File: src/verilog/eimc_defines.vh
// Constants for the edge interval measure counter pair.
// Assumes inclusion by bare name from every design file that needs them.
`ifndef EIMC_DEFINES_VH
`define EIMC_DEFINES_VH

// Counter widths and source selector layout
`define EIMC_CNT_W 32
`define EIMC_SEL_W 4
`define EIMC_NUM_SRC 12
`define EIMC_NUM_DIN 8

// Source codes for start and stop selectors
`define EIMC_SRC_ADC_DONE 4'h0
`define EIMC_SRC_TACH 4'h1
`define EIMC_SRC_DIN0 4'h2
`define EIMC_SRC_GP_CLK 4'ha
`define EIMC_SRC_GP_GATE 4'hb

// Edge sense codes
`define EIMC_EDGE_RISE 1'b0
`define EIMC_EDGE_FALL 1'b1

// Warm-up count: cycles after reset until all three input stages hold real samples
`define EIMC_WARM_W 2
`define EIMC_WARM_ZERO 2'h0
`define EIMC_WARM_ONE 2'h1
`define EIMC_WARM_DONE 2'h3

// Count values: reset, increment and saturation limit
`define EIMC_CNT_RST 32'h0000_0000
`define EIMC_CNT_ONE 32'h0000_0001
`define EIMC_CNT_MAX 32'hffff_ffff

`endif

File: src/verilog/eimc_top.v
// Two edge interval measure counters feeding the acquisition scan stream.
// Holds the shared source synchroniser, edge detection and scan answer.
// Assumes all inputs but the edge sources synchronous to clock; configuration held static while enabled.
// Assumes the scan logic asks with one-cycle pulses and reads one cycle later.
// Limitation: source levels shorter than one clock cycle are lost.
//
// Function
// - Two independent measure counters, numbered one, two
// - Measures period, width or interval
// - Digital inputs 0..7 selectable, either edge
// - Tachometer input selectable, either edge
// - A/D conversion complete selectable as source
// - Counter zero clock and gate selectable
// - Count ticks from start edge to stop
// - Count read via scan channel list entry
`include "eimc_defines.vh"

module eimc_top
(
   // Clock and reset
   input wire clock,
   input wire rst_b,
   // Edge sources
   input wire adc_done,
   input wire tach_in,
   input wire [`EIMC_NUM_DIN-1:0] din,
   input wire gp_clk_in,
   input wire gp_gate_in,
   // Counter one configuration
   input wire mc1_enable,
   input wire [`EIMC_SEL_W-1:0] mc1_start_sel,
   input wire mc1_start_fall,
   input wire [`EIMC_SEL_W-1:0] mc1_stop_sel,
   input wire mc1_stop_fall,
   // Counter two configuration
   input wire mc2_enable,
   input wire [`EIMC_SEL_W-1:0] mc2_start_sel,
   input wire mc2_start_fall,
   input wire [`EIMC_SEL_W-1:0] mc2_stop_sel,
   input wire mc2_stop_fall,
   // Scan stream sampling
   input wire scan_sample,
   input wire scan_chan_sel,
   output reg [`EIMC_CNT_W-1:0] scan_data_q,
   output reg scan_valid_q,
   // Status
   output wire mc1_running,
   output wire mc2_running
);

   wire [`EIMC_NUM_SRC-1:0] raw_src;
   reg [`EIMC_NUM_SRC-1:0] sync1_q;
   reg [`EIMC_NUM_SRC-1:0] sync2_q;
   reg [`EIMC_NUM_SRC-1:0] prev_q;
   wire [`EIMC_NUM_SRC-1:0] rise_pulse;
   wire [`EIMC_NUM_SRC-1:0] fall_pulse;
   wire [`EIMC_CNT_W-1:0] mc1_result;
   wire [`EIMC_CNT_W-1:0] mc2_result;
   wire mc1_valid;
   wire mc2_valid;
   // Edge pulses stay masked until the warm-up count is full
   reg [`EIMC_WARM_W-1:0] warm_q;
   wire edges_live;

   // Source order matches the selector codes, so a code is also a bit index
   assign raw_src[`EIMC_SRC_ADC_DONE] = adc_done;
   assign raw_src[`EIMC_SRC_TACH] = tach_in;
   assign raw_src[`EIMC_SRC_GP_CLK] = gp_clk_in;
   assign raw_src[`EIMC_SRC_GP_GATE] = gp_gate_in;

   // Digital input i sits at code DIN0 plus i
   genvar di;
   generate
      for (di = 0; di < `EIMC_NUM_DIN; di = di + 1)
      begin : g_din
         assign raw_src[`EIMC_SRC_DIN0 + di] = din[di];
      end
   endgenerate

   ////////////////////////////////////////////////////////////////////////
   // Two-stage synchroniser; nothing but the second stage reads the first
   always @(posedge clock)
   begin
      if (!rst_b)
      begin
         sync1_q <= {`EIMC_NUM_SRC{1'b0}};
         sync2_q <= {`EIMC_NUM_SRC{1'b0}};
      end
      else
      begin
         sync1_q <= raw_src;
         sync2_q <= sync1_q;
      end
   end

   // Third stage holds the previous synchronised level for edge detection
   always @(posedge clock)
   begin
      if (!rst_b)
         prev_q <= {`EIMC_NUM_SRC{1'b0}};
      else
         prev_q <= sync2_q;
   end

   ////////////////////////////////////////////////////////////////////////
   // Warm-up after reset: the stages restart at zero whatever the pins show,
   // so a pin that idles high would look like a rising edge. Edges stay
   // masked until every stage holds a real sample.
   always @(posedge clock)
   begin
      if (!rst_b)
         warm_q <= `EIMC_WARM_ZERO;
      else if (warm_q != `EIMC_WARM_DONE)
         warm_q <= warm_q + `EIMC_WARM_ONE;
   end

   assign edges_live = (warm_q == `EIMC_WARM_DONE);

   ////////////////////////////////////////////////////////////////////////
   // Edge pulses from the synchronised levels
   // Each pulse lasts one cycle and lags its pin by two cycles
   genvar gi;
   generate
      for (gi = 0; gi < `EIMC_NUM_SRC; gi = gi + 1)
      begin : g_edge
         assign rise_pulse[gi] = edges_live & sync2_q[gi] & ~prev_q[gi];
         // Completion is internal and already a pulse: its leading edge fires
         // whatever sense is selected, so a wrong sense bit cannot lose it
         if (gi == `EIMC_SRC_ADC_DONE)
         begin : g_pulse_src
            assign fall_pulse[gi] = edges_live & sync2_q[gi] & ~prev_q[gi];
         end
         else
         begin : g_level_src
            assign fall_pulse[gi] = edges_live & ~sync2_q[gi] & prev_q[gi];
         end
      end
   endgenerate

   ////////////////////////////////////////////////////////////////////////
   // Measure counters one and two, independent of each other
   // Both see the same pulse bus; only their enables, selectors and sense bits tell them apart
   eimc_meas_chan u_mc1
   (
      // Clock and reset
      .clock(clock),
      .rst_b(rst_b),
      // Configuration
      .enable(mc1_enable),
      .start_sel(mc1_start_sel),
      .start_fall(mc1_start_fall),
      .stop_sel(mc1_stop_sel),
      .stop_fall(mc1_stop_fall),
      // Shared edge pulses
      .rise_pulse(rise_pulse),
      .fall_pulse(fall_pulse),
      // Result
      .result_q(mc1_result),
      .result_valid_q(mc1_valid),
      .running_q(mc1_running)
   );

   eimc_meas_chan u_mc2
   (
      // Clock and reset
      .clock(clock),
      .rst_b(rst_b),
      // Configuration
      .enable(mc2_enable),
      .start_sel(mc2_start_sel),
      .start_fall(mc2_start_fall),
      .stop_sel(mc2_stop_sel),
      .stop_fall(mc2_stop_fall),
      // Shared edge pulses
      .rise_pulse(rise_pulse),
      .fall_pulse(fall_pulse),
      // Result
      .result_q(mc2_result),
      .result_valid_q(mc2_valid),
      .running_q(mc2_running)
   );

   ////////////////////////////////////////////////////////////////////////
   // Scan sampling: latest completed count, zero until a first one exists
   // Latest completed count of one counter, zero until its first stop edge
   function [`EIMC_CNT_W-1:0] pick_result;
      input valid;
      input [`EIMC_CNT_W-1:0] result;
      begin
         if (valid)
            pick_result = result;
         else
            pick_result = `EIMC_CNT_RST;
      end
   endfunction

   // Answer flag follows each sample request by one cycle
   always @(posedge clock)
   begin
      if (!rst_b)
         scan_valid_q <= 1'b0;
      else
         scan_valid_q <= scan_sample;
   end

   // Sampled word stays put between requests, so the scan logic may read it late
   always @(posedge clock)
   begin
      if (!rst_b)
         scan_data_q <= `EIMC_CNT_RST;
      else if (scan_sample)
      begin
         if (scan_chan_sel)
            scan_data_q <= pick_result(mc2_valid, mc2_result);
         else
            scan_data_q <= pick_result(mc1_valid, mc1_result);
      end
   end

endmodule

File: src/verilog/eimc_meas_chan.v
// One measure counter: start and stop edge selection and interval count.
// Assumes its source bus is already synchronised and edge-detected upstream.
`include "eimc_defines.vh"

module eimc_meas_chan
(
   // Clock and reset
   input wire clock,
   input wire rst_b,
   // Configuration
   input wire enable,
   input wire [`EIMC_SEL_W-1:0] start_sel,
   input wire start_fall,
   input wire [`EIMC_SEL_W-1:0] stop_sel,
   input wire stop_fall,
   // Edge pulses of every source, one bit per source
   input wire [`EIMC_NUM_SRC-1:0] rise_pulse,
   input wire [`EIMC_NUM_SRC-1:0] fall_pulse,
   // Result
   output reg [`EIMC_CNT_W-1:0] result_q,
   output reg result_valid_q,
   output reg running_q
);

   reg [`EIMC_CNT_W-1:0] count_q;
   wire start_hit;
   wire stop_hit;

   // Picks one source edge; codes from the source count up never fire
   function pick_edge;
      input [`EIMC_SEL_W-1:0] sel;
      input fall;
      input [`EIMC_NUM_SRC-1:0] rise_v;
      input [`EIMC_NUM_SRC-1:0] fall_v;
      begin
         if (sel < `EIMC_NUM_SRC)
            pick_edge = (fall == `EIMC_EDGE_FALL) ? fall_v[sel] : rise_v[sel];
         else
            pick_edge = 1'b0;
      end
   endfunction

   assign start_hit = pick_edge(start_sel, start_fall, rise_pulse, fall_pulse);
   assign stop_hit = pick_edge(stop_sel, stop_fall, rise_pulse, fall_pulse);

   ////////////////////////////////////////////////////////////////////////
   // Count from start edge to stop edge; result held until the next stop
   always @(posedge clock)
   begin
      if (!rst_b)
      begin
         count_q <= `EIMC_CNT_RST;
         result_q <= `EIMC_CNT_RST;
         result_valid_q <= 1'b0;
         running_q <= 1'b0;
      end
      else if (!enable)
      begin
         count_q <= `EIMC_CNT_RST;
         running_q <= 1'b0;
      end
      else if (running_q)
      begin
         // Stop and start both act on a shared edge: result taken and count restarts, so one source gives a period
         if (stop_hit)
         begin
            result_q <= count_q;
            result_valid_q <= 1'b1;
            running_q <= start_hit && (start_sel != stop_sel || start_fall != stop_fall) ? 1'b1 : start_hit;
            count_q <= `EIMC_CNT_ONE;
         end
         else if (count_q != `EIMC_CNT_MAX)
            count_q <= count_q + `EIMC_CNT_ONE; // saturates rather than wrapping
      end
      else if (start_hit)
      begin
         running_q <= 1'b1;
         count_q <= `EIMC_CNT_ONE;
      end
   end

endmodule

File: config.mk
export PLATFORM = sky130hd
export DESIGN_NAME = eimc_top
export DESIGN_NICKNAME = d
export VERILOG_FILES = /design/src/verilog/eimc_top.v /design/src/verilog/eimc_meas_chan.v
export VERILOG_INCLUDE_DIRS = /design/src /design/src/verilog
export SDC_FILE = /design/constraint.sdc
export NUM_CORES = 1
export LEC_CHECK = 0
export ABC_AREA = 1
export BUFFER_PORTS_ARGS = -buffer_cell sky130_fd_sc_hd__buf_2
export CAP_MARGIN = 20
export CORE_UTILIZATION = 44
export CTS_CLUSTER_SIZE = 40
export DETAILED_ROUTE_END_ITERATION = 12
export PLACE_DENSITY = 0.72
export SLEW_MARGIN = 5
export SYNTH_ARGS = -nofsm -noshare
export SYNTH_HDL_FRONTEND = slang
export SYNTH_HIERARCHICAL = 1
export SYNTH_SLANG_ARGS = --single-unit
export TNS_END_PERCENT = 10
File: constraint.sdc
create_clock -name clock -period 2 [get_ports clock]
set_input_delay 0.4 -clock clock [delete_from_list [all_inputs] [get_ports clock]]
set_output_delay 0.4 -clock clock [all_outputs]
set_load 0.02 [all_outputs]
# Word level (Yosys, flattened, before mapping)
# Cells that the tools add are included.
dict set report word_totals {
  register_bits 203
  input_bits 38
}
dict set report op_classes {
  n_lt_le_gt_ge 8
  reduce_logical 12
  add_sub_neg 3
  mux 43
  bitwise 69
  eq_ne 10
}
# cell count
set ops {}
lappend ops {{32-bit 2-to-1 mux} 11}
lappend ops {{32-bit by 1-bit adder with 32-bit output, second input constant} 2}
lappend ops {{32-bit inequality test, second input constant} 2}
lappend ops {{1-bit bitwise AND} 46}
lappend ops {{1-bit binary-select mux with 4-bit select} 8}
lappend ops {{1-bit 2-to-1 mux} 24}
lappend ops {{1-bit NOT} 23}
lappend ops {{4-bit by 5-bit < comparator with 1-bit output, second input constant} 4}
lappend ops {{4-bit < comparator, second input constant} 4}
lappend ops {{4-bit inequality test} 2}
lappend ops {{2-bit AND reduction} 4}
lappend ops {{3-bit inequality test, second input constant} 2}
lappend ops {{3-bit AND reduction} 2}
lappend ops {{2-bit nonzero test} 2}
lappend ops {{2-bit by 1-bit adder with 2-bit output, second input constant} 1}
lappend ops {{2-bit == test, second input constant} 1}
lappend ops {{1-bit logical AND} 2}
lappend ops {{1-bit logical OR} 2}
lappend ops {{1-bit inequality test} 2}
lappend ops {{2-bit inequality test, second input constant} 1}

# Depth between registers and ports, before layout
dict set report depth {
  depth_word 11
  mapped_depth 19
  ltp_nobuf 17
}

# Modules after synthesis
# Netlist, hierarchy kept.
# module cells_each instances area_per_inst_um2
set modules_own_cells {}
lappend modules_own_cells {eimc_meas_chan 689 2 4325.4}
lappend modules_own_cells {eimc_top 453 1 3250.6}

# Worst setup path before layout
# OpenSTA, ideal clock, no wires.
dict set report synth_timing {
  path_type {flip-flop to flip-flop}
  startpoint {register warm_q[0]}
  endpoint {register u_mc1.count_q[7]}
  synth_period_minus_slack_ns 2.116
  setup_time_ns 0.114
  path_stages_with_launch 18
  path_buffers 3
  path_slack_ns -0.116
  arrival_time_ns 2.002
  t_required_ns 1.886
  path_cell_list {dfxtp_1 -> ha_1 -> buf_2 -> buf_2 -> nand2_1 -> nor2_1 -> inv_1 -> nand2_1 -> nand3_1 -> nand3_1 -> nand3_1 -> nand2_1 -> nand2_4 -> nand3_4 -> nand2_8 -> buf_6 -> a21oi_1 -> nor2_1}
}
dict set report synth_via {
  elab_chain_len 9
  elab_cells_between_ends 64
  classes_between {2 x eq/ne; 14 x mux; 46 x bitwise; 2 x reduce/logical}
}
# item line
set synth_rtl {}
lappend synth_rtl {{from (decl)} eimc_top.v:62} ;# reg [`EIMC_WARM_W-1:0] warm_q;
lappend synth_rtl {{from (signal assigned)} eimc_top.v:112} ;# warm_q <= `EIMC_WARM_ZERO;
lappend synth_rtl {{from (signal assigned)} eimc_top.v:114} ;# warm_q <= warm_q + `EIMC_WARM_ONE;
lappend synth_rtl {{2-bit == test (no line) (*)} -}
lappend synth_rtl {{1-bit bitwise AND (*) (2 in a row)} eimc_top.v:131} ;# assign fall_pulse[gi] = edges_live & sync2_q[gi] & ~prev_q[gi];
lappend synth_rtl {{named net fall_pulse[0]} eimc_top.v:56} ;# wire [`EIMC_NUM_SRC-1:0] fall_pulse;
lappend synth_rtl {{1-bit binary-select mux with 4-bit select} eimc_meas_chan.v:37} ;# pick_edge = (fall == `EIMC_EDGE_FALL) ? fall_v[sel] : rise_v[sel];
lappend synth_rtl {{1-bit 2-to-1 mux (not written as such)} eimc_meas_chan.v:37}
lappend synth_rtl {{1-bit 2-to-1 mux} eimc_meas_chan.v:37}
lappend synth_rtl {{1-bit 2-to-1 mux} eimc_meas_chan.v:36} ;# if (sel < `EIMC_NUM_SRC)
lappend synth_rtl {{3-bit inequality test (no line), or another cell as far along} -}
lappend synth_rtl {{2-bit AND reduction (no line) / 32-bit 2-to-1 mux (equally long branches)} -}
lappend synth_rtl {{to (signal assigned)} eimc_meas_chan.v:52} ;# count_q <= `EIMC_CNT_RST;
lappend synth_rtl {{to (signal assigned)} eimc_meas_chan.v:59} ;# count_q <= `EIMC_CNT_RST;
lappend synth_rtl {{to (signal assigned)} eimc_meas_chan.v:70} ;# count_q <= `EIMC_CNT_ONE;
lappend synth_rtl {{to (decl)} eimc_meas_chan.v:25} ;# reg [`EIMC_CNT_W-1:0] count_q;
# Mark *: on every way through the listed nets, which the timed path passes. The rest lies on a longest branch. The select of a mux whose other input is x is not followed.
# A chain may end at the register's enable or synchronous reset.

# Worst setup path in the final report
dict set report layout_timing {
  startpoint {register warm_q[0]}
  endpoint {register u_mc1.result_q[3]}
}
dict set report layout_via {
  elab_chain_len 8
  elab_cells_between_ends 54
  classes_between {1 x eq/ne; 6 x mux; 46 x bitwise; 1 x reduce/logical}
}
# item line
set layout_rtl {}
lappend layout_rtl {{2-bit == test (no line)} -}
lappend layout_rtl {{1-bit bitwise AND (2 in a row)} eimc_top.v:135} ;# assign fall_pulse[gi] = edges_live & ~sync2_q[gi] & prev_q[gi];
lappend layout_rtl {{named net fall_pulse[11]} eimc_top.v:56}
lappend layout_rtl {{1-bit binary-select mux with 4-bit select} eimc_meas_chan.v:37}
lappend layout_rtl {{1-bit 2-to-1 mux (not written as such)} eimc_meas_chan.v:37}
lappend layout_rtl {{1-bit 2-to-1 mux} eimc_meas_chan.v:37}
lappend layout_rtl {{1-bit 2-to-1 mux} eimc_meas_chan.v:36}
lappend layout_rtl {{3-bit AND reduction (no line)} -}
lappend layout_rtl {{to (signal assigned)} eimc_meas_chan.v:53} ;# result_q <= `EIMC_CNT_RST;
lappend layout_rtl {{to (signal assigned)} eimc_meas_chan.v:67} ;# result_q <= count_q;
lappend layout_rtl {{to (decl)} eimc_meas_chan.v:20} ;# output reg [`EIMC_CNT_W-1:0] result_q,
# The timed path passes the listed nets, and every way through them passes these cells. The select of a mux whose other input is x is not followed.

==> metrics.txt <==
ys async rst share 0%; GR Util met2 a little over two fifths; final WL between 30,000 and 40,000 um; worst reg2reg path startpoint warm_q[0]; Setup Viol. Count Final about 130; number of synthesized register bits ~200; Clock Path Buffers 3; Final nets around 2k; failing checks DRC, setup timing; global-route met1 utilization around 32%; Max-Cap Viols 0; status finished, violations left; DP Area approximately 13,000 um2; TritonCTS clock tree done; minimum clock period roughly 2200 ps; VDD IR max ~570 uV; pwr/cell area about 700 nW/um2; # H-tree levels 1; final core utilization approximately 56%; fmax between 0.4 and 0.5 GHz; Final Non-Filler Cells 2,348; Main synth FF type dfxtp_1; # rows just under 60; Slew Limit Fails 0; Crit Reg-Reg Endpoint u_mc1/result_q[3]; detailed placement HPWL 25,700 um; Setup CP Type reg2reg; global placement routability congestion about 0.95; DP Worst Slack -343 ps; required time of the critical path 2360 ps; I/O pins 73; Placed Instances between 2k and 2.5k; Syn Nets 1,872; via count 12.2k; WP data arrival ~2600 ps; clock root cell clkbuf_16; Seq/Total Area, Yosys 34.1%; CTS sink cnt around 200; grt total ovfl 0; area of the multi-input gates between 6000 and 7000 um2; Most Crowded Layer GR met2; Chip Width approximately 170 um; Die ar. ~28,000 um2; cell area after synthesis between 10,000 and 15,000 um2; share of cells above drive strength 1 23.9%; Fillers between 2k and 3k; largest net degree at the start of global routing 37; R2R cell count 14; post-synth top area cell dfxtp_1; area grow syn2layout 24.0%; Fin. Hold Viols 0; Pleak around 6.5 nW; crit end category register; DR WL/cell 15.6 um; Clock Skew 10.5 ps; Die Height 166 um; Slew headroom roughly 28%; Synth Area per Inst approximately 6.5 um2; RSZ-0062 raised after global routing true; most area-consuming cells after synthesis dfxtp_1 (34%), nand2_1 (14%), nand3_1 (12%); vias in the first global route between 10k and 15k; EDFF count, synth 0; Mapped Cells between 1.5k and 2k; first-pass GRT wire length around 57,000 um; clock latency on the worst-skew pair roughly 520 ps; critical path startpoint category register; Hold Crit Class in2reg; Final WS setup -202 ps; cts hold-fix bufs 0; Tcrit/Tclk final 110%; via/cell ratio approximately 5.2; synth warn 6; Initial Util between 40% and 50%; Global Route met3 Usage under 10%; antenna-violating nets left 0; drt drc 1; slew at the pin closest to its max-slew limit between 1000 and 1500 ps; Seq. cell area 4070 um2; flop2flop setup slack -200 ps; Initial DRT Pass Iterations 9; GRT Overall Usage roughly a quarter; worst hold margin between 50 and 60 ps; cell area after layout 14,800 um2; crit-path max FO 8; core box area 26,300 um2; diode count 0; initial detailed-routing violation count around 1.2k; clock buffer count from CTS 24; Setup TNS Final -16,700 ps; unique cell type count in the Yosys netlist 35; Synth top area share 34.1%; Worst Hold End sync1_q[10]; clock slew at reported path FFs roughly 60 ps; PortBufs just over 70; Worst Hold Launch gp_clk_in; total power 10.3 mW; antenna violations before repair 0; hold depth 3
## registers in the layout, indices dropped and copies added (netlist names), 2 cells and up
register,count
u_mc2/result_q,32
scan_data_q,32
u_mc1/count_q,32
u_mc2/count_q,32
sync2_q,12
prev_q,12
sync1_q,12
u_mc1/result_q,32
warm_q,2
## cell families (layout without fill, tap and decap cells)
family,count (synthesis),after routing,synth area share [%]
DFF,203,203,34.1
buffers and inverters,330,507,13.0
AOI/OAI and AO/OA,120,120,6.06
xor gates and xnor gates,29,29,2.13
and+or+nand+nor,1146,1151,44.3
adders and majority gates,3,3,0.315
## cell type report
class | instances | area share (%)
Sequential cell | 203 | 27.5
Multi-Input combinational cell | 1303 | 45.8
Timing Repair Buffer | 217 | 11.9
Inverter | 246 | 6.31
Tap cell | 335 | 2.84
Clock inverter | 14 | 1.18
Clock buffer | 30 | 4.50
## worst max path at each step
| stage | from | end |
|---|---|---|
| after floorplan | warm_q[0] | u_mc1/count_q[7] |
| after global placement | warm_q[0] | u_mc2/count_q[1] |
| after detailed placement | warm_q[0] | u_mc1/count_q[0] |
| after CTS | warm_q[1] | u_mc2/count_q[19] |
| after global routing | warm_q[0] | u_mc1/result_q[27] |
| final | warm_q[0] | u_mc1/result_q[3] |
## synthesized netlist by cell type (3+ instances only)
library cell,count
nor2_1,244
buf_4,22
nor2_2,16
o21ai_0,9
inv_1,234
a21oi_2,22
nor4_1,6
nand3_1,282
xor2_1,25
inv_2,11
nand3_2,22
nand2_1,458
xnor2_1,4
buf_12,4
dfxtp_1,203
nand2_4,8
nand4_1,52
a21oi_1,73
buf_6,16
buf_1,4
ha_1,3
nand2_2,32
buf_2,21
clkbuf_1,16
nor3_1,14
a21o_1,6
o211ai_1,8
nand3_4,4
## power breakdown
part           leakage, nW  internal (mW)  switching [mW]
clock network        0.409           2.77            1.84
logic                 4.45          0.575           0.924
registers             1.65           4.15          0.0822
## what timing repair did
item | 4_1_cts | 5_1_grt
cloned | 4 | 7
endpoints found under the setup margin | 132 | 132
pin swaps | 22 | 59
resized for setup | 50 | 77
hold endpoints to repair | 0 | 0
setup buffers | 5 | 9
## per-layer routing
| metal | vias to the layer above | routed length, um |
|---|---|---|
| met5 | - | 0 |
| met4 | 0 | 1360 |
| met3 | 100 | 2160 |
| met2 | 457 | 17500 |
| met1 | 5510 | 15600 |
| li1 | 6148 | - |
## critical path, cell delays in order (launching register included)
cell	delay, ps
dfxtp_2	350
ha_4	210
clkbuf_16	180
nand2_1	80
nor2_4	110
inv_1	70
nand2_1	60
o211ai_1	110
nand3_2	120
nand4_4	180
nand2_8	160
nand2_8	90
clkbuf_16	180
nand2_1	70
a21oi_1	60
## cell usage in the layout, fill, tap and decap left out, types with 23 or more instances in the layout
| cell | instances |
|---|---|
| inv_1 | 221 |
| nand2_2 | 52 |
| buf_2 | 72 |
| clkbuf_16 | 29 |
| a21oi_2 | 33 |
| nand3_1 | 261 |
| nand4_1 | 52 |
| nor2_1 | 219 |
| xor2_1 | 25 |
| nand2_1 | 434 |
| dfxtp_1 | 201 |
| inv_2 | 23 |
| nor2_2 | 35 |
| a21oi_1 | 62 |
| nand3_2 | 43 |
| buf_4 | 117 |
Note: power is estimated with default switching activity, not from simulation.
